===== config.mk =====
export PLATFORM = sky130hd
export DESIGN_NAME = psrcr_top
export DESIGN_NICKNAME = d
export VERILOG_FILES = /design/src/logic/psrcr_pkg.sv /design/src/logic/psrcr_top.sv
export SDC_FILE = /design/constraint.sdc
export NUM_CORES = 1
export LEC_CHECK = 0
export ABC_AREA = 1
export BUFFER_PORTS_ARGS = -buffer_cell sky130_fd_sc_hd__buf_4
export CORE_MARGIN = 5
export CORE_UTILIZATION = 40
export CTS_CLUSTER_DIAMETER = 150
export CTS_CLUSTER_SIZE = 10
export DETAILED_ROUTE_END_ITERATION = 8
export PLACE_DENSITY_LB_ADDON = 0.12
export SLEW_MARGIN = 15
export SYNTH_ARGS = -nofsm -noshare
export SYNTH_HDL_FRONTEND = slang
export SYNTH_SLANG_ARGS = --single-unit

===== constraint.sdc =====
create_clock -name clk_i -period 3.8 [get_ports clk_i]
set_input_delay 0.57 -clock clk_i [delete_from_list [all_inputs] [get_ports clk_i]]
set_output_delay 0.57 -clock clk_i [all_outputs]
set_load 0.01 [all_outputs]

===== src/logic/psrcr_pkg.sv =====
// Package of constants, types and field layout for the configuration register access block
package psrcr_pkg;

    localparam int ADDR_W = 22;
    localparam int DATA_W = 16;

    // Highest word address, the only target of the software sequence
    localparam logic [21:0] TOP_ADDR = 22'h3FFFFF;

    // Target selection on address bits [19:18] in a select-pin access
    localparam int SEL_LSB = 18;
    localparam logic [1:0] SEL_RCR = 2'h0;
    localparam logic [1:0] SEL_DID = 2'h1;
    localparam logic [1:0] SEL_BCR = 2'h2;

    // Third-operation data codes of the software sequence
    localparam logic [15:0] SW_RCR = 16'h0000;
    localparam logic [15:0] SW_BCR = 16'h0001;
    localparam logic [15:0] SW_DID = 16'h0002;

    // Reset values
    localparam logic [15:0] BCR_RESET = 16'h9D1F;
    localparam logic [15:0] RCR_RESET = 16'h0010;

    // Bus configuration field positions
    localparam int BCR_LEN_LSB = 0;
    localparam int BCR_WRAP_BIT = 3;
    localparam int BCR_WPOL_BIT = 10;
    localparam int BCR_LAT_LSB = 11;
    localparam int BCR_FIX_BIT = 14;
    localparam int BCR_MODE_BIT = 15;

    // Burst length codes in bits [2:0]
    localparam logic [2:0] LEN_4 = 3'h1;
    localparam logic [2:0] LEN_8 = 3'h2;
    localparam logic [2:0] LEN_16 = 3'h3;
    localparam logic [2:0] LEN_32 = 3'h4;
    localparam logic [2:0] LEN_CONT = 3'h7;

    // Progress of the software register access sequence
    typedef enum logic [1:0] {
        SEQ_IDLE = 2'b00,
        SEQ_RD1 = 2'b01,
        SEQ_RD2 = 2'b10,
        SEQ_WR3 = 2'b11
    } psrcr_seq_t;

    // Pins driven by the memory controller, sampled on clk_i
    typedef struct packed {
        logic cfg_sel;
        logic ce_n;
        logic we_n;
        logic oe_n;
        logic address_valid_n;
        logic lower_byte_enable_n;
        logic upper_byte_enable_n;
        logic [21:0] addr;
        logic [15:0] dq;
    } psrcr_pins_t;

endpackage


===== src/logic/psrcr_top.sv =====
// Configuration register access logic of a 16-bit pseudo-static RAM
//
// Overview of operation
// - Select input high sends any read or write cycle to configuration registers.
// - Select input low: every read or write cycle goes to the array, except the third and fourth operations of the top-address sequence.
// - Select-pin register write takes the new value from the address lines.
// - Async select-pin write captures at first rise of address-valid, CE or WE.
// - Address [19:18]: 10 bus config, 00 refresh config, 01 identification read.
// - Select-pin read ignores other address bits, drives 16 register bits.
// - Two reads then two writes at top address load a register.
// - Same pattern with a fourth read returns register contents.
// - Sequence targets the top word; that array word is left unchanged.
// - Third write data selects: 0 refresh, 1 bus config, 2 identification.
// - Fourth operation moves the selected register's 16 bits over data lines.
// - Both methods coexist in async mode; sequence works with the select input tied low.
// - Bus configuration register resets to its default value.
// - Bits [2:0] give burst length 4, 8, 16, 32 or continuous.
// - Bit 3 set: addresses increment linearly, not bounded by burst length.
// - Bit 3 clear: fixed bursts wrap modulo length inside aligned block.
// - Length and wrap apply equally to sync read and write bursts.
// - Identification register is read only; writes to it are ignored.
// - Variable latency: refresh during a read's latency count stalls the count and keeps wait asserted; refresh during data beats stalls nothing.
`timescale 1ns/100ps

module psrcr_top #(
    parameter logic [15:0] DEVICE_ID = 16'h0A5A // Arbitrary identification value
) (
    input wire logic clk_i,
    input wire logic arst_n_i,
    input wire psrcr_pkg::psrcr_pins_t pins_i,
    input wire logic refresh_busy_i,
    input wire logic [15:0] arr_rdata_i,
    output logic [15:0] dq_o,
    output logic dq_oe_o,
    output logic wait_o,
    output logic arr_rd_o,
    output logic arr_wr_o,
    output logic [21:0] arr_addr_o,
    output logic [15:0] arr_wdata_o,
    output logic [1:0] arr_be_n_o,
    output logic [15:0] bus_configuration_o,
    output logic [15:0] refresh_configuration_o
);

    ////////////////////////////////////////////////////////////////////////////////
    // Functions

    // Register contents chosen by a pin-select code; reserved code reads zero
    function automatic logic [15:0] sel_read(input logic [1:0] sel, input logic [15:0] bus_configuration,
                                             input logic [15:0] refresh_configuration);
        logic [15:0] v;
        v = 16'h0000;
        if (sel == psrcr_pkg::SEL_BCR) begin
            v = bus_configuration;
        end else if (sel == psrcr_pkg::SEL_RCR) begin
            v = refresh_configuration;
        end else if (sel == psrcr_pkg::SEL_DID) begin
            v = DEVICE_ID;
        end
        return v;
    endfunction

    // Map a sequence data code onto the pin-select code space; 11 marks reserved
    function automatic logic [1:0] code_to_sel(input logic [15:0] code);
        logic [1:0] s;
        s = 2'h3;
        if (code == psrcr_pkg::SW_RCR) begin
            s = psrcr_pkg::SEL_RCR;
        end else if (code == psrcr_pkg::SW_BCR) begin
            s = psrcr_pkg::SEL_BCR;
        end else if (code == psrcr_pkg::SW_DID) begin
            s = psrcr_pkg::SEL_DID;
        end
        return s;
    endfunction

    // Next word address of a burst under the current length and wrap setting
    function automatic logic [21:0] burst_next(input logic [21:0] a, input logic [15:0] bus_configuration);
        logic [21:0] mask;
        logic [21:0] inc;
        mask = 22'h000000;
        inc = a + 22'h000001;
        case (bus_configuration[psrcr_pkg::BCR_LEN_LSB +: 3])
            psrcr_pkg::LEN_4: mask = 22'h000003;
            psrcr_pkg::LEN_8: mask = 22'h000007;
            psrcr_pkg::LEN_16: mask = 22'h00000F;
            psrcr_pkg::LEN_32: mask = 22'h00001F;
            default: mask = 22'h000000;
        endcase
        if (!bus_configuration[psrcr_pkg::BCR_WRAP_BIT] && mask != 22'h000000) begin
            return (a & ~mask) | (inc & mask);
        end
        return inc;
    endfunction

    ////////////////////////////////////////////////////////////////////////////////
    // State

    psrcr_pkg::psrcr_pins_t prev_r;
    logic [15:0] bcr_r, bcr_nxt;
    logic [15:0] rcr_r, rcr_nxt;
    psrcr_pkg::psrcr_seq_t seq_r, seq_nxt;
    logic [1:0] seq_sel_r, seq_sel_nxt;
    logic op_wr_r, op_wr_nxt;
    logic op_done_r, op_done_nxt;
    logic sb_act_r, sb_act_nxt;
    logic sb_wr_r, sb_wr_nxt;
    logic sb_cfg_r, sb_cfg_nxt;
    logic [1:0] sb_sel_r, sb_sel_nxt;
    logic [2:0] lat_r, lat_nxt;
    logic [21:0] baddr_r, baddr_nxt;
    logic [15:0] dq_nxt;
    logic dq_oe_nxt, wait_nxt, arr_rd_nxt, arr_wr_nxt;
    logic [21:0] arr_addr_nxt;
    logic [15:0] arr_wdata_nxt;
    logic [1:0] arr_be_n_nxt;

    logic sync_mode;
    logic ce_rise, we_rise, adv_rise, byte_rise;
    logic cfg_edge, arr_edge;
    logic prev_top, cur_top, seq_hit;

    // Edges seen between the previous and the present sample of the pins
    assign sync_mode = !bcr_r[psrcr_pkg::BCR_MODE_BIT];
    assign ce_rise = !prev_r.ce_n && pins_i.ce_n;
    assign we_rise = !prev_r.we_n && pins_i.we_n;
    assign adv_rise = !prev_r.address_valid_n && pins_i.address_valid_n;
    assign byte_rise = (!prev_r.lower_byte_enable_n && pins_i.lower_byte_enable_n)
                     || (!prev_r.upper_byte_enable_n && pins_i.upper_byte_enable_n);
    // Byte enables play no part in a register write edge
    assign cfg_edge = op_wr_r && !op_done_r && (adv_rise || ce_rise || we_rise);
    assign arr_edge = op_wr_r && !op_done_r && (ce_rise || we_rise || byte_rise);
    assign prev_top = prev_r.addr == psrcr_pkg::TOP_ADDR;
    assign cur_top = pins_i.addr == psrcr_pkg::TOP_ADDR;
    assign seq_hit = seq_r == psrcr_pkg::SEQ_WR3 && cur_top && !pins_i.cfg_sel;

    ////////////////////////////////////////////////////////////////////////////////
    // Next-state logic for registers, sequence tracker, bursts and outputs

    always_comb begin
        bcr_nxt = bcr_r;
        rcr_nxt = rcr_r;
        seq_nxt = seq_r;
        seq_sel_nxt = seq_sel_r;
        op_wr_nxt = op_wr_r;
        op_done_nxt = op_done_r;
        sb_act_nxt = sb_act_r;
        sb_wr_nxt = sb_wr_r;
        sb_cfg_nxt = sb_cfg_r;
        sb_sel_nxt = sb_sel_r;
        lat_nxt = lat_r;
        baddr_nxt = baddr_r;
        arr_rd_nxt = 1'b0;
        arr_wr_nxt = 1'b0;
        arr_addr_nxt = arr_addr_o;
        arr_wdata_nxt = arr_wdata_o;
        arr_be_n_nxt = arr_be_n_o;
        dq_nxt = dq_o;
        dq_oe_nxt = 1'b0;
        wait_nxt = !bcr_r[psrcr_pkg::BCR_WPOL_BIT];
        if (!sync_mode) begin
            // Asynchronous cycles: an operation lasts while chip enable is low
            if (!pins_i.ce_n && !pins_i.we_n) begin
                op_wr_nxt = 1'b1;
            end
            if (pins_i.ce_n) begin
                op_done_nxt = 1'b0;
                op_wr_nxt = 1'b0;
            end
            if (prev_r.cfg_sel && cfg_edge) begin
                op_done_nxt = 1'b1;
                // Register value comes from the address lines, not DQ
                if (prev_r.addr[psrcr_pkg::SEL_LSB +: 2] == psrcr_pkg::SEL_BCR) begin
                    bcr_nxt = prev_r.addr[15:0];
                end else if (prev_r.addr[psrcr_pkg::SEL_LSB +: 2] == psrcr_pkg::SEL_RCR) begin
                    rcr_nxt = prev_r.addr[15:0];
                end // Identification and reserved selections are dropped
            end else if (!prev_r.cfg_sel && arr_edge) begin
                op_done_nxt = 1'b1;
                if (prev_top && seq_r == psrcr_pkg::SEQ_RD2) begin
                    seq_sel_nxt = code_to_sel(prev_r.dq);
                    seq_nxt = psrcr_pkg::SEQ_WR3;
                end else if (prev_top && seq_r == psrcr_pkg::SEQ_WR3) begin
                    if (seq_sel_r == psrcr_pkg::SEL_BCR) begin
                        bcr_nxt = prev_r.dq;
                    end else if (seq_sel_r == psrcr_pkg::SEL_RCR) begin
                        rcr_nxt = prev_r.dq;
                    end
                    seq_nxt = psrcr_pkg::SEQ_IDLE;
                end else begin
                    arr_wr_nxt = 1'b1;
                    arr_addr_nxt = prev_r.addr;
                    arr_wdata_nxt = prev_r.dq;
                    arr_be_n_nxt = {prev_r.upper_byte_enable_n, prev_r.lower_byte_enable_n};
                    seq_nxt = psrcr_pkg::SEQ_IDLE;
                end
            end
            // A read ends at chip enable rising; count reads of the top word
            if (ce_rise && !op_wr_r && !prev_r.cfg_sel) begin
                if (!prev_top) begin
                    seq_nxt = psrcr_pkg::SEQ_IDLE;
                end else if (seq_r == psrcr_pkg::SEQ_IDLE) begin
                    seq_nxt = psrcr_pkg::SEQ_RD1;
                end else if (seq_r == psrcr_pkg::SEQ_RD1) begin
                    seq_nxt = psrcr_pkg::SEQ_RD2;
                end else if (seq_r == psrcr_pkg::SEQ_WR3) begin
                    seq_nxt = psrcr_pkg::SEQ_IDLE;
                end
            end
            // Read data path
            if (!pins_i.ce_n && pins_i.we_n) begin
                dq_oe_nxt = !pins_i.oe_n
                          && !(pins_i.lower_byte_enable_n && pins_i.upper_byte_enable_n);
                if (pins_i.cfg_sel) begin
                    dq_nxt = sel_read(pins_i.addr[psrcr_pkg::SEL_LSB +: 2], bcr_r, rcr_r);
                end else if (seq_hit) begin
                    dq_nxt = sel_read(seq_sel_r, bcr_r, rcr_r);
                end else begin
                    arr_rd_nxt = 1'b1;
                    arr_addr_nxt = pins_i.addr;
                    dq_nxt = arr_rdata_i;
                end
            end
        end else begin
            // Synchronous bursts start at chip enable and address-valid both low
            seq_nxt = psrcr_pkg::SEQ_IDLE;
            if (pins_i.ce_n) begin
                sb_act_nxt = 1'b0;
            end else if (!pins_i.address_valid_n) begin
                sb_act_nxt = 1'b1;
                sb_wr_nxt = !pins_i.we_n;
                sb_cfg_nxt = pins_i.cfg_sel;
                sb_sel_nxt = pins_i.addr[psrcr_pkg::SEL_LSB +: 2];
                lat_nxt = bcr_r[psrcr_pkg::BCR_LAT_LSB +: 3];
                baddr_nxt = pins_i.addr;
                if (pins_i.cfg_sel && !pins_i.we_n) begin
                    if (pins_i.addr[psrcr_pkg::SEL_LSB +: 2] == psrcr_pkg::SEL_BCR) begin
                        bcr_nxt = pins_i.addr[15:0];
                    end else if (pins_i.addr[psrcr_pkg::SEL_LSB +: 2] == psrcr_pkg::SEL_RCR) begin
                        rcr_nxt = pins_i.addr[15:0];
                    end
                end
            end else if (sb_act_r) begin
                if (lat_r != 3'h0) begin
                    // Variable latency stalls the count while a read meets a refresh
                    if (!(refresh_busy_i && !sb_wr_r && !bcr_r[psrcr_pkg::BCR_FIX_BIT])) begin
                        lat_nxt = lat_r - 3'h1;
                    end
                    wait_nxt = bcr_r[psrcr_pkg::BCR_WPOL_BIT];
                end else begin
                    // Data beat: same address stepping for reads and writes
                    baddr_nxt = burst_next(baddr_r, bcr_r);
                    if (sb_cfg_r) begin
                        dq_nxt = sel_read(sb_sel_r, bcr_r, rcr_r);
                        dq_oe_nxt = !sb_wr_r && !pins_i.oe_n;
                    end else begin
                        arr_addr_nxt = baddr_r;
                        arr_rd_nxt = !sb_wr_r;
                        arr_wr_nxt = sb_wr_r;
                        arr_wdata_nxt = pins_i.dq;
                        arr_be_n_nxt = {pins_i.upper_byte_enable_n,
                                        pins_i.lower_byte_enable_n};
                        dq_nxt = arr_rdata_i;
                        dq_oe_nxt = !sb_wr_r && !pins_i.oe_n;
                    end
                end
            end
        end
    end

    ////////////////////////////////////////////////////////////////////////////////
    // Registers; configuration defaults load at reset

    always_ff @(posedge clk_i or negedge arst_n_i) begin
        if (!arst_n_i) begin
            prev_r <= '{cfg_sel: 1'b0, ce_n: 1'b1, we_n: 1'b1, oe_n: 1'b1,
                        address_valid_n: 1'b1, lower_byte_enable_n: 1'b1,
                        upper_byte_enable_n: 1'b1, addr: 22'h000000, dq: 16'h0000};
            bcr_r <= psrcr_pkg::BCR_RESET;
            rcr_r <= psrcr_pkg::RCR_RESET;
            seq_r <= psrcr_pkg::SEQ_IDLE;
            seq_sel_r <= 2'h3;
            op_wr_r <= 1'b0;
            op_done_r <= 1'b0;
            sb_act_r <= 1'b0;
            sb_wr_r <= 1'b0;
            sb_cfg_r <= 1'b0;
            sb_sel_r <= 2'h0;
            lat_r <= 3'h0;
            baddr_r <= 22'h000000;
            dq_o <= 16'h0000;
            dq_oe_o <= 1'b0;
            wait_o <= 1'b0;
            arr_rd_o <= 1'b0;
            arr_wr_o <= 1'b0;
            arr_addr_o <= 22'h000000;
            arr_wdata_o <= 16'h0000;
            arr_be_n_o <= 2'h3;
        end else begin
            prev_r <= pins_i;
            bcr_r <= bcr_nxt;
            rcr_r <= rcr_nxt;
            seq_r <= seq_nxt;
            seq_sel_r <= seq_sel_nxt;
            op_wr_r <= op_wr_nxt;
            op_done_r <= op_done_nxt;
            sb_act_r <= sb_act_nxt;
            sb_wr_r <= sb_wr_nxt;
            sb_cfg_r <= sb_cfg_nxt;
            sb_sel_r <= sb_sel_nxt;
            lat_r <= lat_nxt;
            baddr_r <= baddr_nxt;
            dq_o <= dq_nxt;
            dq_oe_o <= dq_oe_nxt;
            wait_o <= wait_nxt;
            arr_rd_o <= arr_rd_nxt;
            arr_wr_o <= arr_wr_nxt;
            arr_addr_o <= arr_addr_nxt;
            arr_wdata_o <= arr_wdata_nxt;
            arr_be_n_o <= arr_be_n_nxt;
        end
    end

    // Current settings for the rest of the device
    assign bus_configuration_o = bcr_r;
    assign refresh_configuration_o = rcr_r;

endmodule


==> flow_metrics.env <==
export IMPL_run_status="complete, no violations"
export IMPL_final_cell_mix="nand2_1 (418), buf_4 (162), dfrtp_1 (152)"
export IMPL_drt_antenna_violating_nets=0
export IMPL_area_growth_synth_to_final_pct=20.1
export IMPL_worst_slack_placed_ps=911
export IMPL_yosys_area_top_type="dfrtp_1"
export IMPL_post_route_min_period_ps=2750
export IMPL_die_height_um=167
export IMPL_max_clock_freq_mhz=363
export IMPL_largest_net_degree_at_the_start_of_global_routing=78
export IMPL_tritoncts="yes"
export IMPL_critical_path_endpoint_type="flop"
export IMPL_worstHoldPathType="in2async"
export IMPL_num_vias=10000
export IMPL_max_cap_violations=0
export IMPL_finalNetCount=1548
export IMPL_area_of_all_sequential_standard_cells_um2=4330
export IMPL_post_route_worst_setup_slack_ps=1050
export IMPL_rsz0062_at_grt="false"
export IMPL_ctsResizeCount=0
export IMPL_hold_buffers=0
export IMPL_power_leakage_nw=5.68
export IMPL_drive_above_1_share_pct=17.9
export IMPL_initialDrtViolationCount=1046
export IMPL_synth_edf_count=0
export IMPL_synth_top_cells_by_area="dfrtp_1 (39%), nand2_1 (16%), a21oi_1 (6.3%)"
export IMPL_antenna_found_initial=0
export IMPL_ys_dominant_reg_cell="dfrtp_1"
export IMPL_cts_root_buffer_cell="clkbuf_16"
export IMPL_critical_path_buffers_and_inverters=2
export IMPL_rows=57
export IMPL_worstPathMaxFanout=27
export IMPL_crit_chain="buf_4, inv_2, nor2_1, nand2_1, nand3_1, nand2_1, nand2_1"
export IMPL_worst_skew_pair_late_latency_ps=430
export IMPL_grt_pass1_vias=9518
export IMPL_drt_pre_antenna_iters=6
export IMPL_grt_util_all_layers_pct=26.0
export IMPL_power_mw=6.25
export IMPL_syn_num_nets=1428
export IMPL_cpPeakStageDelay_ps=830
export IMPL_dp_final_hpwl_mm=27.8
export IMPL_timing_critical_path_slowest_stage_cell="nor2_1"
export IMPL_timing_clock_skew_ps=9.88
export IMPL_timing_final_max_slew_violations=0
export IMPL_fp_dieArea_um2=27800
export IMPL_finalCoreUtilization_pct=48.8
export IMPL_asyncSetResetFlopFracSynth_pct=100
export IMPL_cts_htree_levels=4
export IMPL_timing_final_crit_share_pct=72.4
export IMPL_ir_worst_vdd_v=0.000340
export IMPL_timing_max_slew_rel_slack_pct=34.3
export IMPL_bufs_on_longest_clock_path=2
export IMPL_dieWidth_um=167
export IMPL_power_per_cell_area_nw_per_um2=529
export IMPL_worstSetupStartpointType="flop"
export IMPL_syn_mean_instance_area_um2=7.23
export IMPL_worst_endpoint_arrival_ps=3130
export IMPL_placed_cell_area_um2=11200
export IMPL_ys_types=46
export IMPL_initial_core_util_pct=40.6
export IMPL_mostFrequentLayoutCell="nand2_1"
export IMPL_first_pass_grt_wire_length_mm=56.8
export IMPL_detail_route_vias_per_cell=5.50
export IMPL_non_filler_cell_area_final_um2=11800
export IMPL_num_fill_cells=2491
export IMPL_synth_yosys_seq_area_share_pct=44.0
export IMPL_worst_path_top_cell_family_by_delay="simple AND/OR/NAND/NOR gates"
export IMPL_synth_ff_latch_count=172
export IMPL_post_synth_instance_area_um2=9840
export IMPL_timing_hold_ws_ps=109
export IMPL_clock_sink_count=172
export IMPL_wl_per_cell_um=20.4
export IMPL_critPathKind="reg2reg"
export IMPL_worstPathRequired_ps=4170
export IMPL_antenna_diodes=0
export IMPL_finalHoldViolations=0
export IMPL_synthDominantCellAreaShare_pct=38.6
export IMPL_cts_buffers=17
export IMPL_routabilityCongestion=0.947
export IMPL_ys_warn_count=0
export IMPL_postCtsSetupBuffers=0
export IMPL_clkSlewWorstSetupHoldPaths_ps=70
export IMPL_pin_count=156
export IMPL_core_um2=24200
export IMPL_buffer_ports_inserted=155
export IMPL_post_place_cells=1786
export IMPL_cp_common_cell="nand2_1"
export IMPL_detail_route_wirelength_mm=37.0
export IMPL_synthesis_instances=1361
export IMPL_tightest_slew_ps=982
export IMPL_grt_overflow_total=0
export IMPL_multi_input_area_um2=4740
export IMPL_finish_cell_count_without_fillers=1818
export IMPL_setup_violations_final=0
export IMPL_drc=0
export IMPL_setup_total_negative_slack_ps=0
-- final timing paths --
kind / startpoint / end / slack [ps] / depth (start not counted)
worst max register to register: bus_configuration_o[15] / arr_addr_o[2] / 1050 / 7
min in group clk_i: pins_i[11] / prev_r[11] / 250 / 1
max in group asynchronous: arst_n_i / bus_configuration_o[15] / 2710 / 2
worst max-delay path: bus_configuration_o[15] / arr_addr_o[2] / 1050 / 7
worst min-delay path: arst_n_i / dq_o[3] / 110 / 1
worst min register to register: bus_configuration_o[3] / bus_configuration_o[3] / 480 / 2
-- cells by family (layout without fill, tap and decap cells) --
logic type,count (synthesis),after routing,synth area share (%)
XOR/XNOR,2,2,0.178
AO/OA/AOI/OAI,292,292,16.7
flip-flops,172,172,44.0
adder cells (fa/ha/maj),3,3,0.381
buffers and inverters,189,322,7.89
AND/OR/NAND/NOR,703,703,30.8
-- per-layer routing --
| layer | global-route usage [%] | share of wire, % | routed length, µm | vias up |
|---|---|---|---|---|
| li1 | - | - | - | 4780 |
| met1 | 34.1 | 42 | 15500 | 4736 |
| met2 | 42.1 | 47 | 17300 | 409 |
| met3 | 6.83 | 8.2 | 3020 | 75 |
| met4 | 8.68 | 3.3 | 1210 | 0 |
| met5 | 0 | 0 | 0 | - |
-- area by class of cell --
cell class	instances	area share [%]
clock buffer	21	3.98
clock inverter	11	1.31
inverter	126	4.00
multi-input combinational	1000	40.1
sequential	172	36.6
tap	324	3.43
timing repair buffer	164	10.6
-- sequential cells by signal (all words and copies together) (netlist names), named ones only --
register and count:
bus_configuration_o 16, prev_r 44, dq_o 16, lat_r 3, sb_cfg_r 1, arr_be_n_o 2, op_done_r 1, arr_wdata_o 16
sb_sel_r 2, seq_r 2, wait_o 1, baddr_r 18, sb_act_r 1, refresh_configuration_o 16, arr_rd_o 1, seq_sel_r 2
sb_wr_r 1, arr_addr_o 22, arr_wr_o 1, dq_oe_o 1, op_wr_r 1
-- synth_stat cells (3+ instances only) --
master / n
a31oi_1: 19
inv_2: 18
o21ai_0: 64
buf_4: 7
ha_1: 3
a22oi_1: 3
buf_2: 21
a21oi_1: 123
clkbuf_1: 31
nor3_1: 8
o211ai_1: 16
nand4_1: 42
nor2_4: 5
dfstp_2: 20
or2_1: 4
nand2_1: 418
or2_2: 7
nor2_2: 4
nor2_1: 109
o22ai_1: 39
nand2_2: 4
dfrtp_1: 152
nor4_1: 6
nand3_1: 86
inv_1: 107
o21ai_1: 15
-- report_power, final --
part	internal [mW]	switching, mW
registers	2.23	0.444
logic	0.720	0.984
clock network	1.10	0.777
total	4.05	2.20
Note: power is estimated with default switching activity, not from simulation.
